[src/core/bsrs_pkg.sv]
// constants, field layouts and types shared by the block start sequencer
package bsrs_pkg;

	// ====================================================================
	// table sizes
	localparam int POINTS = 16;
	localparam int PT_W = 4;
	localparam int ENTRIES = 64;
	localparam int EN_W = 6;
	localparam int CONDS = 8;
	localparam int CD_W = 3;
	localparam int AW = 12;

	// ====================================================================
	// register and table byte offsets
	localparam logic [AW-1:0] REG_CTRL = 12'h000;
	localparam logic [AW-1:0] REG_STATUS = 12'h004;
	localparam logic [AW-1:0] REG_WARN = 12'h008;
	localparam logic [AW-1:0] REG_FIRST = 12'h00c;
	localparam logic [AW-1:0] BASE_POINT = 12'h100;
	localparam logic [AW-1:0] BASE_PATTERN = 12'h200;
	localparam logic [AW-1:0] BASE_COND = 12'h400;
	localparam int SPAN_POINT = 6;
	localparam int SPAN_PATTERN = 8;
	localparam int SPAN_COND = 7;

	// ====================================================================
	// field positions
	localparam int CTRL_START = 0;
	localparam int PT_SHAPE = 0;
	localparam int PT_CODE_LSB = 4;
	localparam int CODE_W = 3;
	localparam int PT_ENTRY_LSB = 8;
	localparam int PT_PARAM_LSB = 16;
	localparam int PARAM_W = 16;
	localparam int CT_TGT_LSB = 0;
	localparam int CT_OP_LSB = 8;
	localparam int CT_ADDR_LSB = 16;
	localparam int ST_BUSY = 0;
	localparam int ST_DONE = 1;
	localparam int ST_WARN = 2;
	localparam int ST_TGTERR = 3;
	localparam int ST_POINT_LSB = 8;
	localparam int ST_ENTRY_LSB = 16;

	// ====================================================================
	// codes and reset values
	localparam logic SHAPE_END = 1'b0;
	localparam logic [CODE_W-1:0] CODE_BLOCK = 3'h0;
	localparam logic [CODE_W-1:0] CODE_COND_START = 3'h1;
	localparam logic [CODE_W-1:0] CODE_WAIT_START = 3'h2;
	localparam logic [CODE_W-1:0] CODE_SIM = 3'h3;
	localparam logic [CODE_W-1:0] CODE_FOR_LOOP = 3'h4;
	localparam logic [CODE_W-1:0] CODE_FOR_COND = 3'h5;
	localparam logic [CODE_W-1:0] CODE_NEXT = 3'h6;
	localparam logic [1:0] PAT_COMPLETE = 2'h0;
	localparam logic [1:0] PAT_CONT = 2'h1;
	localparam logic [1:0] PAT_PATH = 2'h3;
	localparam logic [7:0] TGT_DEV_X = 8'h01;
	localparam logic [7:0] TGT_BUF_TWO = 8'h04;
	localparam logic [7:0] TGT_POS_NUM = 8'h05;
	localparam logic [15:0] WARN_NEST = 16'h01fa;
	localparam logic [PT_W-1:0] RST_FIRST = 4'h0;

	typedef enum logic [4:0] {
		S_IDLE = 5'h01,
		S_POINT = 5'h02,
		S_COND = 5'h04,
		S_RUN = 5'h08,
		S_STEP = 5'h10
	} bsrs_state_t;

endpackage

[src/core/bsrs_target_check.sv]
// condition target legality for each special start type
`timescale 1ns/100ps
module bsrs_target_check (
	input wire logic [bsrs_pkg::CODE_W-1:0] specialCode,
	input wire logic [7:0] target,
	output logic allowed
);
	import bsrs_pkg::*;

	// ====================================================================
	// device and buffer targets suit all but simultaneous start
	wire logic isBasic = (target >= TGT_DEV_X) && (target <= TGT_BUF_TWO);
	wire logic isPosNum = (target == TGT_POS_NUM);
	assign allowed = (specialCode == CODE_SIM) ? isPosNum : isBasic;

endmodule

[src/core/bsrs_sequencer.sv]
// block start point sequencer with FOR/NEXT repetition and an AHB-Lite table port
//
// Functional notes
// - code 6 closes a section opened by FOR loop (4) or FOR condition (5).
// - FOR loop repeats its section parameter times; zero count loops forever.
// - FOR condition is evaluated on switching to the closing point, before its run.
// - closing point always runs; then jump back if failed, finish if held.
// - closing point with no FOR executed acts as an ordinary block start point.
// - FOR without a later closing point: no repetition and no error.
// - a second FOR while one is open raises warning 506.
// - after nesting, closing jumps to inner FOR; outer closing becomes ordinary.
// - each point runs entries from its start number while pattern is 01 or 11, stopping at entry 63.
// - condition entry holds target, operator, address, parameter one and two.
// - targets 01-04 refused for simultaneous start; 05 valid only there.
`timescale 1ns/100ps
module bsrs_sequencer (
	input wire logic core_clk,
	input wire logic rst,
	input wire logic hsel,
	input wire logic [31:0] haddr,
	input wire logic [1:0] htrans,
	input wire logic hwrite,
	input wire logic [2:0] hsize,
	input wire logic [31:0] hwdata,
	input wire logic hready,
	output logic hreadyout,
	output logic [31:0] hrdata,
	output logic hresp,
	output logic posStart,
	output logic [bsrs_pkg::EN_W-1:0] posEntry,
	input wire logic posDone,
	output logic condReq,
	output logic [7:0] condTarget,
	output logic [7:0] condOperator,
	output logic [15:0] condAddress,
	output logic [31:0] condParamOne,
	output logic [31:0] condParamTwo,
	input wire logic condAck,
	input wire logic condMet,
	output logic blockBusy
);
	import bsrs_pkg::*;

	// ====================================================================
	// bus slave
	function automatic logic inRegion(input logic [AW-1:0] a, input logic [AW-1:0] base, input int span);
		return (a >> span) == (base >> span);
	endfunction

	logic wrPend_ff;
	logic [AW-1:0] wrAddr_ff;
	logic [31:0] hrdata_ff;
	logic [31:0] rdMux;
	wire logic addrPhase = hsel & htrans[1] & hready;
	wire logic [AW-1:0] rdAddr = haddr[AW-1:0];

	// zero wait states: writes land in the data phase, reads are captured at the address edge
	always_ff @(posedge core_clk or posedge rst) begin
		if (rst) begin
			wrPend_ff <= 1'b0;
			wrAddr_ff <= 12'h000;
			hrdata_ff <= 32'h0000_0000;
		end else begin
			wrPend_ff <= addrPhase & hwrite;
			wrAddr_ff <= rdAddr;
			if (addrPhase & ~hwrite)
				hrdata_ff <= rdMux;
		end
	end
	assign hreadyout = 1'b1;
	assign hresp = 1'b0;
	assign hrdata = hrdata_ff;

	wire logic wrPoint = wrPend_ff & inRegion(wrAddr_ff, BASE_POINT, SPAN_POINT);
	wire logic wrPattern = wrPend_ff & inRegion(wrAddr_ff, BASE_PATTERN, SPAN_PATTERN);
	wire logic wrCond = wrPend_ff & inRegion(wrAddr_ff, BASE_COND, SPAN_COND);
	wire logic wrCtrl = wrPend_ff & (wrAddr_ff == REG_CTRL);
	wire logic wrWarn = wrPend_ff & (wrAddr_ff == REG_WARN);
	wire logic wrFirst = wrPend_ff & (wrAddr_ff == REG_FIRST);
	wire logic [CD_W-1:0] wrCondIdx = wrAddr_ff[4 +: CD_W];
	wire logic [1:0] wrCondWord = wrAddr_ff[3:2];

	// ====================================================================
	// tables written by software; plain storage, no reset
	logic [31:0] pointTab [POINTS];
	logic [1:0] patTab [ENTRIES];
	logic [31:0] condHead [CONDS];
	logic [31:0] condP1 [CONDS];
	logic [31:0] condP2 [CONDS];

	// each condition entry carries its five fields in three words
	always_ff @(posedge core_clk) begin
		if (wrPoint)
			pointTab[wrAddr_ff[2 +: PT_W]] <= hwdata;
		if (wrPattern)
			patTab[wrAddr_ff[2 +: EN_W]] <= hwdata[1:0];
		if (wrCond && wrCondWord == 2'h0)
			condHead[wrCondIdx] <= hwdata;
		if (wrCond && wrCondWord == 2'h1)
			condP1[wrCondIdx] <= hwdata;
		if (wrCond && wrCondWord == 2'h2)
			condP2[wrCondIdx] <= hwdata;
	end

	// ====================================================================
	// sequencer state
	bsrs_state_t state_ff;
	logic [PT_W-1:0] curPoint_ff;
	logic [EN_W-1:0] curEntry_ff;
	logic [PT_W-1:0] firstPoint_ff;
	logic [PT_W-1:0] forPoint_ff;
	logic [PARAM_W-1:0] forLimit_ff;
	logic [PARAM_W-1:0] forIter_ff;
	logic [CD_W-1:0] forCondIdx_ff;
	logic forOpen_ff;
	logic forIsCond_ff;
	logic reentry_ff;
	logic jumpBack_ff;
	logic finish_ff;
	logic done_ff;
	logic warn_ff;
	logic tgtErr_ff;
	logic [31:0] condHead_ff;
	logic [31:0] condP1_ff;
	logic [31:0] condP2_ff;

	// ====================================================================
	// decode of the current point
	wire logic [31:0] ptWord = pointTab[curPoint_ff];
	wire logic ptShape = ptWord[PT_SHAPE];
	wire logic [CODE_W-1:0] ptCode = ptWord[PT_CODE_LSB +: CODE_W];
	wire logic [EN_W-1:0] ptEntry = ptWord[PT_ENTRY_LSB +: EN_W];
	wire logic [PARAM_W-1:0] ptParam = ptWord[PT_PARAM_LSB +: PARAM_W];
	wire logic [CD_W-1:0] ptCondIdx = ptParam[CD_W-1:0];
	wire logic isFor = (ptCode == CODE_FOR_LOOP) || (ptCode == CODE_FOR_COND);
	wire logic freshFor = isFor & ~reentry_ff;
	wire logic isClose = (ptCode == CODE_NEXT) & forOpen_ff;
	wire logic needsCond = (ptCode == CODE_COND_START) || (ptCode == CODE_WAIT_START) ||
		(ptCode == CODE_SIM) || (ptCode == CODE_FOR_COND);
	wire logic [7:0] ptTarget = condHead[ptCondIdx][CT_TGT_LSB +: 8];
	wire logic targetOk;
	wire logic tgtFail = needsCond & ~targetOk & ~reentry_ff;
	wire logic [PARAM_W-1:0] iterNext = forIter_ff + 16'h0001;
	wire logic loopAgain = (forLimit_ff == 16'h0000) || (iterNext < forLimit_ff);
	wire logic [1:0] entryPat = patTab[curEntry_ff];
	wire logic entryGoes = ((entryPat == PAT_CONT) || (entryPat == PAT_PATH)) && (curEntry_ff != EN_W'(ENTRIES - 1));
	wire logic lastPoint = (curPoint_ff == PT_W'(POINTS - 1));
	wire logic startCmd = wrCtrl & hwdata[CTRL_START];

	bsrs_target_check targetCheck (
		.specialCode(ptCode),
		.target(ptTarget),
		.allowed(targetOk)
	);

	// ====================================================================
	// point walk
	always_ff @(posedge core_clk or posedge rst) begin
		if (rst) begin
			state_ff <= S_IDLE;
			curPoint_ff <= RST_FIRST;
			curEntry_ff <= 6'h00;
			forPoint_ff <= RST_FIRST;
			forLimit_ff <= 16'h0000;
			forIter_ff <= 16'h0000;
			forCondIdx_ff <= 3'h0;
			forOpen_ff <= 1'b0;
			forIsCond_ff <= 1'b0;
			reentry_ff <= 1'b0;
			jumpBack_ff <= 1'b0;
			finish_ff <= 1'b0;
		end else begin
			unique case (state_ff)
			S_IDLE: begin
				if (startCmd) begin
					curPoint_ff <= firstPoint_ff;
					forOpen_ff <= 1'b0;
					reentry_ff <= 1'b0;
					state_ff <= S_POINT;
				end
			end
			S_POINT: begin
				reentry_ff <= 1'b0;
				curEntry_ff <= ptEntry;
				jumpBack_ff <= 1'b0;
				finish_ff <= 1'b0;
				if (tgtFail) begin
					state_ff <= S_IDLE;
				end else if (freshFor) begin
					// a newer FOR replaces the open one, so closing returns to the inner point
					forOpen_ff <= 1'b1;
					forPoint_ff <= curPoint_ff;
					forIsCond_ff <= (ptCode == CODE_FOR_COND);
					forLimit_ff <= ptParam;
					forIter_ff <= 16'h0000;
					forCondIdx_ff <= ptCondIdx;
					state_ff <= S_RUN;
				end else if (isClose && forIsCond_ff) begin
					state_ff <= S_COND;
				end else if (isClose) begin
					forIter_ff <= iterNext;
					jumpBack_ff <= loopAgain;
					forOpen_ff <= loopAgain;
					state_ff <= S_RUN;
				end else begin
					state_ff <= S_RUN;
				end
			end
			S_COND: begin
				if (condAck) begin
					jumpBack_ff <= ~condMet;
					finish_ff <= condMet;
					forOpen_ff <= ~condMet;
					state_ff <= S_RUN;
				end
			end
			S_RUN: begin
				if (posDone && entryGoes)
					curEntry_ff <= curEntry_ff + 6'h01;
				else if (posDone)
					state_ff <= S_STEP;
			end
			S_STEP: begin
				if (jumpBack_ff) begin
					curPoint_ff <= forPoint_ff;
					reentry_ff <= 1'b1;
					state_ff <= S_POINT;
				end else if (finish_ff || ptShape == SHAPE_END || lastPoint) begin
					state_ff <= S_IDLE;
				end else begin
					curPoint_ff <= curPoint_ff + 4'h1;
					state_ff <= S_POINT;
				end
			end
			endcase
		end
	end

	// ====================================================================
	// status flags: hardware set beats a software clear in the same cycle
	wire logic nestEvent = (state_ff == S_POINT) & freshFor & forOpen_ff & ~tgtFail;
	wire logic tgtEvent = (state_ff == S_POINT) & tgtFail;
	wire logic doneEvent = (state_ff == S_STEP) & ~jumpBack_ff & (finish_ff | ptShape == SHAPE_END | lastPoint);
	always_ff @(posedge core_clk or posedge rst) begin
		if (rst) begin
			warn_ff <= 1'b0;
			tgtErr_ff <= 1'b0;
			done_ff <= 1'b0;
			firstPoint_ff <= RST_FIRST;
		end else begin
			warn_ff <= nestEvent | (warn_ff & ~wrWarn);
			tgtErr_ff <= tgtEvent | (tgtErr_ff & ~wrWarn);
			done_ff <= doneEvent | (done_ff & ~startCmd);
			if (wrFirst)
				firstPoint_ff <= hwdata[PT_W-1:0];
		end
	end

	// ====================================================================
	// condition entry handed to the evaluator, held steady during the request
	always_ff @(posedge core_clk or posedge rst) begin
		if (rst) begin
			condHead_ff <= 32'h0000_0000;
			condP1_ff <= 32'h0000_0000;
			condP2_ff <= 32'h0000_0000;
		end else if (state_ff == S_POINT) begin
			condHead_ff <= condHead[forCondIdx_ff];
			condP1_ff <= condP1[forCondIdx_ff];
			condP2_ff <= condP2[forCondIdx_ff];
		end
	end
	assign condReq = (state_ff == S_COND);
	assign condTarget = condHead_ff[CT_TGT_LSB +: 8];
	assign condOperator = condHead_ff[CT_OP_LSB +: 8];
	assign condAddress = condHead_ff[CT_ADDR_LSB +: 16];
	assign condParamOne = condP1_ff;
	assign condParamTwo = condP2_ff;
	assign posStart = (state_ff == S_RUN);
	assign posEntry = curEntry_ff;
	assign blockBusy = (state_ff != S_IDLE);

	// ====================================================================
	// read mux
	logic [31:0] statusWord;
	always_comb begin
		statusWord = 32'h0000_0000;
		statusWord[ST_BUSY] = blockBusy;
		statusWord[ST_DONE] = done_ff;
		statusWord[ST_WARN] = warn_ff;
		statusWord[ST_TGTERR] = tgtErr_ff;
		statusWord[ST_POINT_LSB +: PT_W] = curPoint_ff;
		statusWord[ST_ENTRY_LSB +: EN_W] = curEntry_ff;
	end
	assign rdMux = (rdAddr == REG_STATUS) ? statusWord :
		(rdAddr == REG_WARN) ? {16'h0000, warn_ff ? WARN_NEST : 16'h0000} :
		(rdAddr == REG_FIRST) ? {28'h000_0000, firstPoint_ff} :
		inRegion(rdAddr, BASE_POINT, SPAN_POINT) ? pointTab[rdAddr[2 +: PT_W]] :
		inRegion(rdAddr, BASE_PATTERN, SPAN_PATTERN) ? {30'h0000_0000, patTab[rdAddr[2 +: EN_W]]} :
		(inRegion(rdAddr, BASE_COND, SPAN_COND) && rdAddr[3:2] == 2'h0) ? condHead[rdAddr[4 +: CD_W]] :
		(inRegion(rdAddr, BASE_COND, SPAN_COND) && rdAddr[3:2] == 2'h1) ? condP1[rdAddr[4 +: CD_W]] :
		(inRegion(rdAddr, BASE_COND, SPAN_COND) && rdAddr[3:2] == 2'h2) ? condP2[rdAddr[4 +: CD_W]] :
		32'h0000_0000;

	// ====================================================================
	// checks
	property p_close_evaluates;
		@(posedge core_clk) disable iff (rst)
		(state_ff == S_POINT && isClose && forIsCond_ff) |=> condReq && !posStart;
	endproperty
	a_close_evaluates: assert property (p_close_evaluates) else $error("closing point did not evaluate first");

	property p_endless_loop;
		@(posedge core_clk) disable iff (rst)
		(state_ff == S_POINT && isClose && !forIsCond_ff && forLimit_ff == 16'h0000) |=> jumpBack_ff && forOpen_ff;
	endproperty
	a_endless_loop: assert property (p_endless_loop) else $error("zero count loop did not repeat");

	property p_cond_outcome;
		@(posedge core_clk) disable iff (rst)
		(state_ff == S_COND && condAck) |=> state_ff == S_RUN && jumpBack_ff == !$past(condMet) && finish_ff == $past(condMet);
	endproperty
	a_cond_outcome: assert property (p_cond_outcome) else $error("condition outcome mishandled");

	property p_jump_target;
		@(posedge core_clk) disable iff (rst)
		(state_ff == S_STEP && jumpBack_ff) |=> state_ff == S_POINT && curPoint_ff == $past(forPoint_ff) && reentry_ff;
	endproperty
	a_jump_target: assert property (p_jump_target) else $error("jump did not return to the FOR point");

	property p_ordinary_close;
		@(posedge core_clk) disable iff (rst)
		(state_ff == S_POINT && ptCode == CODE_NEXT && !forOpen_ff) |=> state_ff == S_RUN && !jumpBack_ff;
	endproperty
	a_ordinary_close: assert property (p_ordinary_close) else $error("lone closing point not ordinary");

	property p_nest_warn;
		@(posedge core_clk) disable iff (rst)
		nestEvent |=> warn_ff && forPoint_ff == $past(curPoint_ff);
	endproperty
	a_nest_warn: assert property (p_nest_warn) else $error("nesting warning or inner point missing");

	property p_warn_code;
		@(posedge core_clk) disable iff (rst)
		(addrPhase && !hwrite && rdAddr == REG_WARN && warn_ff && !wrWarn) |=> hrdata[15:0] == WARN_NEST;
	endproperty
	a_warn_code: assert property (p_warn_code) else $error("warning code not readable");

	property p_entry_chain;
		@(posedge core_clk) disable iff (rst)
		(state_ff == S_RUN && posDone && entryGoes) |=> state_ff == S_RUN && posEntry == $past(posEntry) + 6'h01;
	endproperty
	a_entry_chain: assert property (p_entry_chain) else $error("continuing entry did not advance");

	property p_entry_stop;
		@(posedge core_clk) disable iff (rst)
		(state_ff == S_RUN && posDone && entryPat == PAT_COMPLETE) |=> state_ff == S_STEP ##1 !posStart;
	endproperty
	a_entry_stop: assert property (p_entry_stop) else $error("complete pattern did not stop the run");

	property p_target_refused;
		@(posedge core_clk) disable iff (rst)
		tgtEvent |=> state_ff == S_IDLE && tgtErr_ff && !posStart;
	endproperty
	a_target_refused: assert property (p_target_refused) else $error("illegal condition target accepted");

	property p_shape_end;
		@(posedge core_clk) disable iff (rst)
		(state_ff == S_STEP && !jumpBack_ff && ptShape == SHAPE_END) |=> state_ff == S_IDLE && done_ff;
	endproperty
	a_shape_end: assert property (p_shape_end) else $error("end shape did not stop the block");

endmodule

[config.mk]
export PLATFORM = sky130hd
export DESIGN_NAME = bsrs_sequencer
export DESIGN_NICKNAME = d
export VERILOG_FILES = /design/src/core/bsrs_pkg.sv /design/src/core/bsrs_target_check.sv /design/src/core/bsrs_sequencer.sv
export SDC_FILE = /design/constraint.sdc
export NUM_CORES = 2
export LEC_CHECK = 0
export ABC_CLOCK_PERIOD_IN_PS = 7500
export BUFFER_PORTS_ARGS = -buffer_cell sky130_fd_sc_hd__buf_2
export CAP_MARGIN = 10
export CORE_UTILIZATION = 62
export DETAILED_ROUTE_END_ITERATION = 10
export PLACE_DENSITY = 0.85
export SYNTH_ARGS = -nofsm -noshare
export SYNTH_HDL_FRONTEND = slang
export SYNTH_SLANG_ARGS = --single-unit
export TNS_END_PERCENT = 50
[constraint.sdc]
create_clock -name core_clk -period 7.5 [get_ports core_clk]
set_input_delay 0.75 -clock core_clk [delete_from_list [all_inputs] [get_ports core_clk]]
set_output_delay 0.75 -clock core_clk [all_outputs]
set_load 0.1 [all_outputs]
==> run_results.csv <==
group,metric,value,unit
sta,fin_crit,5414,ps
clock_tree,htree_levels,4,
sta,fin_worst_skew,34.71,ps
placed_design,dpl.cell_count,5235,
clock_tree,cts_max_path_buffers,3,
synthesis,ys_types,80,
clock_tree,cts_buffers,158,
placed_design,pre_cts_ws,2155,ps
pwr,p_per_area,316.2,nW/um^2
synthesis,synth-edff-count,1408,
cells_and_area,drive_gt1_frac,0.3363,
cells_and_area,fin_cells,5535,
routing,wl,203100,um
run_status,outcome,"complete, no violations",
sta,hold_viol,0,
cells_and_area,final_common_cell,"edfxtp_1",
pwr,p_total,25330,uW
pwr,leakage,0.02636,uW
synthesis,ys_ff_latch,1612,
routing,drc,0,
sta,fin_crit_sh,0.7218,
clock_tree,postCtsHoldBufs,0,
cells_and_area,regArea,47400,um^2
critical_path,endpoint_kind,"register",
global_route,grt_max_degree,140,
critical_path,start_kind,"register",
clock_tree,tritoncts,"yes",
routing,drt-initial-drc-count,6890,
cells_and_area,final_cell_mix,"1,408 x edfxtp_1, 755 x mux4_2, 197 x dfrtp_1",
pwr,clkPwrFrac,0.309,
clock_tree,clockRootBuffer,"clkbuf_16",
cells_and_area,fin_nets,3978,
sta,worst_pin_slew,1205,ps
floorplanning,floorplan.initialDensity,0.6286,
clock_tree,insertion_delay,790,ps
hold_path,hp-class,"input port to async pin",
clock_tree,cts_resized,0,
global_route,grtUsageTotal,0.3526,
pwr,p_int,16720,uW
global_route,grt_pass1_vias,42910,
pwr,p_sw_frac,0.3398,
global_route,antenna_found_initial,23,
floorplanning,num_rows,124,
pwr,ir_worst_vdd,272.5,uV
sta,finalWorstSetupSlack,2086,ps
sta,tns,0,ps
job,cap_violations,0,
global_route,grt_pass1_wl,294900,um
clock_tree,clk_transition_reported_paths,70,ps
synthesis,yosysWarnings,0,
floorplanning,die-height,343.2,um
routing,vias,42160,
sta,maxSlewViolCount,0,
synthesis,ys_async_sr_fraction,0.1266,
synthesis,synth-seq-area-share,0.6566,
placed_design,dp_hpwl,111700,um
floorplanning,io-pin-count,216,
placed_design,io_buffers,189,
routing,ant_nets,0,
routing,first_pass_iters,6,
floorplanning,die_area,117800,um^2
sta,fmax,184.7,MHz
critical_path,setup.worst_path.class,"register to register",
critical_path,arrival,6080,ps
sta,hold_ws,15.96,ps
synthesis,ys.flop_type,"edfxtp_1",
pwr,pwr-share-seq,0.423,
sta,rsz0062_at_grt,"no",
global_route,grt_overflow_total,0,
critical_path,cp_max_fo,43,
floorplanning,fp.coreArea,114800,um^2
cells_and_area,multi_input_area,23880,um^2
clock_tree,cts_sinks,1612,
critical_path,crit_required,8160,ps
cells_and_area,n_fill_cell,6508,
routing,wire_per_inst,36.69,um
pwr,pwr-share-comb,0.268,
sta,setup-violations-final,0,
sta,slew_headroom,0.1927,
placed_design,gp_congestion,0.8966,
pwr,switchingPower,8608,uW
floorplanning,die_x,343.2,um
clock_tree,cts_setup_buffers,0,
routing,viasPerCell,7.616,
synthesis,synth_fp_nets,3809,
cells_and_area,syn_to_final_growth,11.00,%
synthesis,netlist_area,72170,um^2
synthesis,synthCells,3714,
synthesis,syn_area_per_cell,19.43,um^2
-- state kept, by name, summed over array words and instances, names as in the netlist, 32 cells and up --
signal,flops
patTab,128
pointTab,512
hrdata,32
condHead_ff,32
condParamTwo,32
condHead,256
condP2,256
condParamOne,32
condP1,256
-- cell families after synthesis --
| family | share of synthesized area |
|---|---|
| DFF | 0.6566 |
| muxes | 0.2632 |
| and+or+nand+nor | 0.03147 |
| AOI/OAI and AO/OA | 0.02660 |
| buffers and inverters | 0.01673 |
| adders and majority gates | 0.003121 |
| xor gates and xnor gates | 0.002184 |
| other | 0.0001041 |
-- final timing paths --
kind	from	endpoint	slack, ps	cells past startpoint
min in group core_clk	haddr[0]	wrAddr_ff[0]$_DFF_PP0_	120	1
max in group asynchronous	rst	hrdata[13]$_DFFE_PP0P_	6290	3
min	rst	condParamOne[6]$_DFFE_PP0P_	20	2
min reg2reg	condHead_ff[25]$_DFFE_PP0P_	condHead_ff[25]$_DFFE_PP0P_	470	2
max reg2reg	curPoint_ff[0]$_DFFE_PP0P_	forLimit_ff[15]$_DFFE_PP0P_	2090	9
max	curPoint_ff[0]$_DFFE_PP0P_	forLimit_ff[15]$_DFFE_PP0P_	2090	9
-- worst max-delay path, stage by stage, from the launching register on --
cell,delay (ps)
dfrtp_4,1000
buf_4,690
o22ai_1,210
o22ai_2,690
a32oi_1,300
nor4bb_1,270
a2111oi_2,400
o21ai_2,230
o211ai_4,1000
mux2_2,430
-- power by group through the flow --
stage | clock network, uW | logic [uW] | registers (uW)
floorplan | 0 | 3330 | 12600
global placement | 0 | 6550 | 10800
detailed placement | 0 | 6680 | 10900
CTS | 7830 | 6780 | 10700
global route | 8150 | 7090 | 10800
finish | 7840 | 6790 | 10700
-- synthesized netlist by cell type (all sizes together) (4+ instances only) --
master / n / share of area
a211oi: 10 / 0.0010
a21o: 10 / 0.0010
a21oi: 49 / 0.0035
a22oi: 11 / 0.0011
a31oi: 18 / 0.0016
a32oi: 6 / 0.00083
and2: 6 / 0.00055
and3: 8 / 0.00069
buf: 106 / 0.0067
clkbuf: 155 / 0.0081
dfrtp: 203 / 0.070
edfxtp: 1408 / 0.59
ha: 18 / 0.0031
inv: 38 / 0.0020
mux2: 32 / 0.0059
mux2i: 156 / 0.022
mux4: 755 / 0.24
nand2: 189 / 0.0098
nand2b: 10 / 0.00087
nand3: 31 / 0.0021
nand3b: 10 / 0.0011
nand4: 15 / 0.0013
nor2: 171 / 0.0089
nor2b: 10 / 0.00087
nor3: 19 / 0.0013
nor4: 10 / 0.00087
nor4b: 5 / 0.00061
o211ai: 4 / 0.00061
o21ai: 169 / 0.012
o21bai: 5 / 0.00052
o22ai: 6 / 0.00061
or3: 4 / 0.00035
or4: 5 / 0.00052
xnor2: 13 / 0.0016
xor2: 5 / 0.00061
-- area by class of cell --
class | instances | area share
Sequential cell | 1612 | 0.5918
Multi-Input combinational cell | 1803 | 0.2982
Clock buffer | 222 | 0.05556
Tap cell | 1512 | 0.02362
Timing Repair Buffer | 270 | 0.02096
Clock inverter | 69 | 0.007716
Inverter | 38 | 0.001937
Antenna cell | 9 | 0.0002811
-- through the flow --
step / util / area [um^2]
5_1_grt: 0.6976 / 80090
6_report: 0.6977 / 80110
3_5_place_dp: 0.6534 / 75010
4_1_cts: 0.6975 / 80080
3_3_place_gp: 0.6534 / 75010
2_1_floorplan: - / 72170
-- layer usage --
| metal | share of wire | GRT usage |
|---|---|---|
| met1 | 0.32 | 0.4606 |
| met3 | 0.14 | 0.09774 |
| met4 | 0.049 | 0.1590 |
| met2 | 0.49 | 0.5604 |
| met5 | 0.00063 | 0 |
Power figures use the tool's default switching activity.
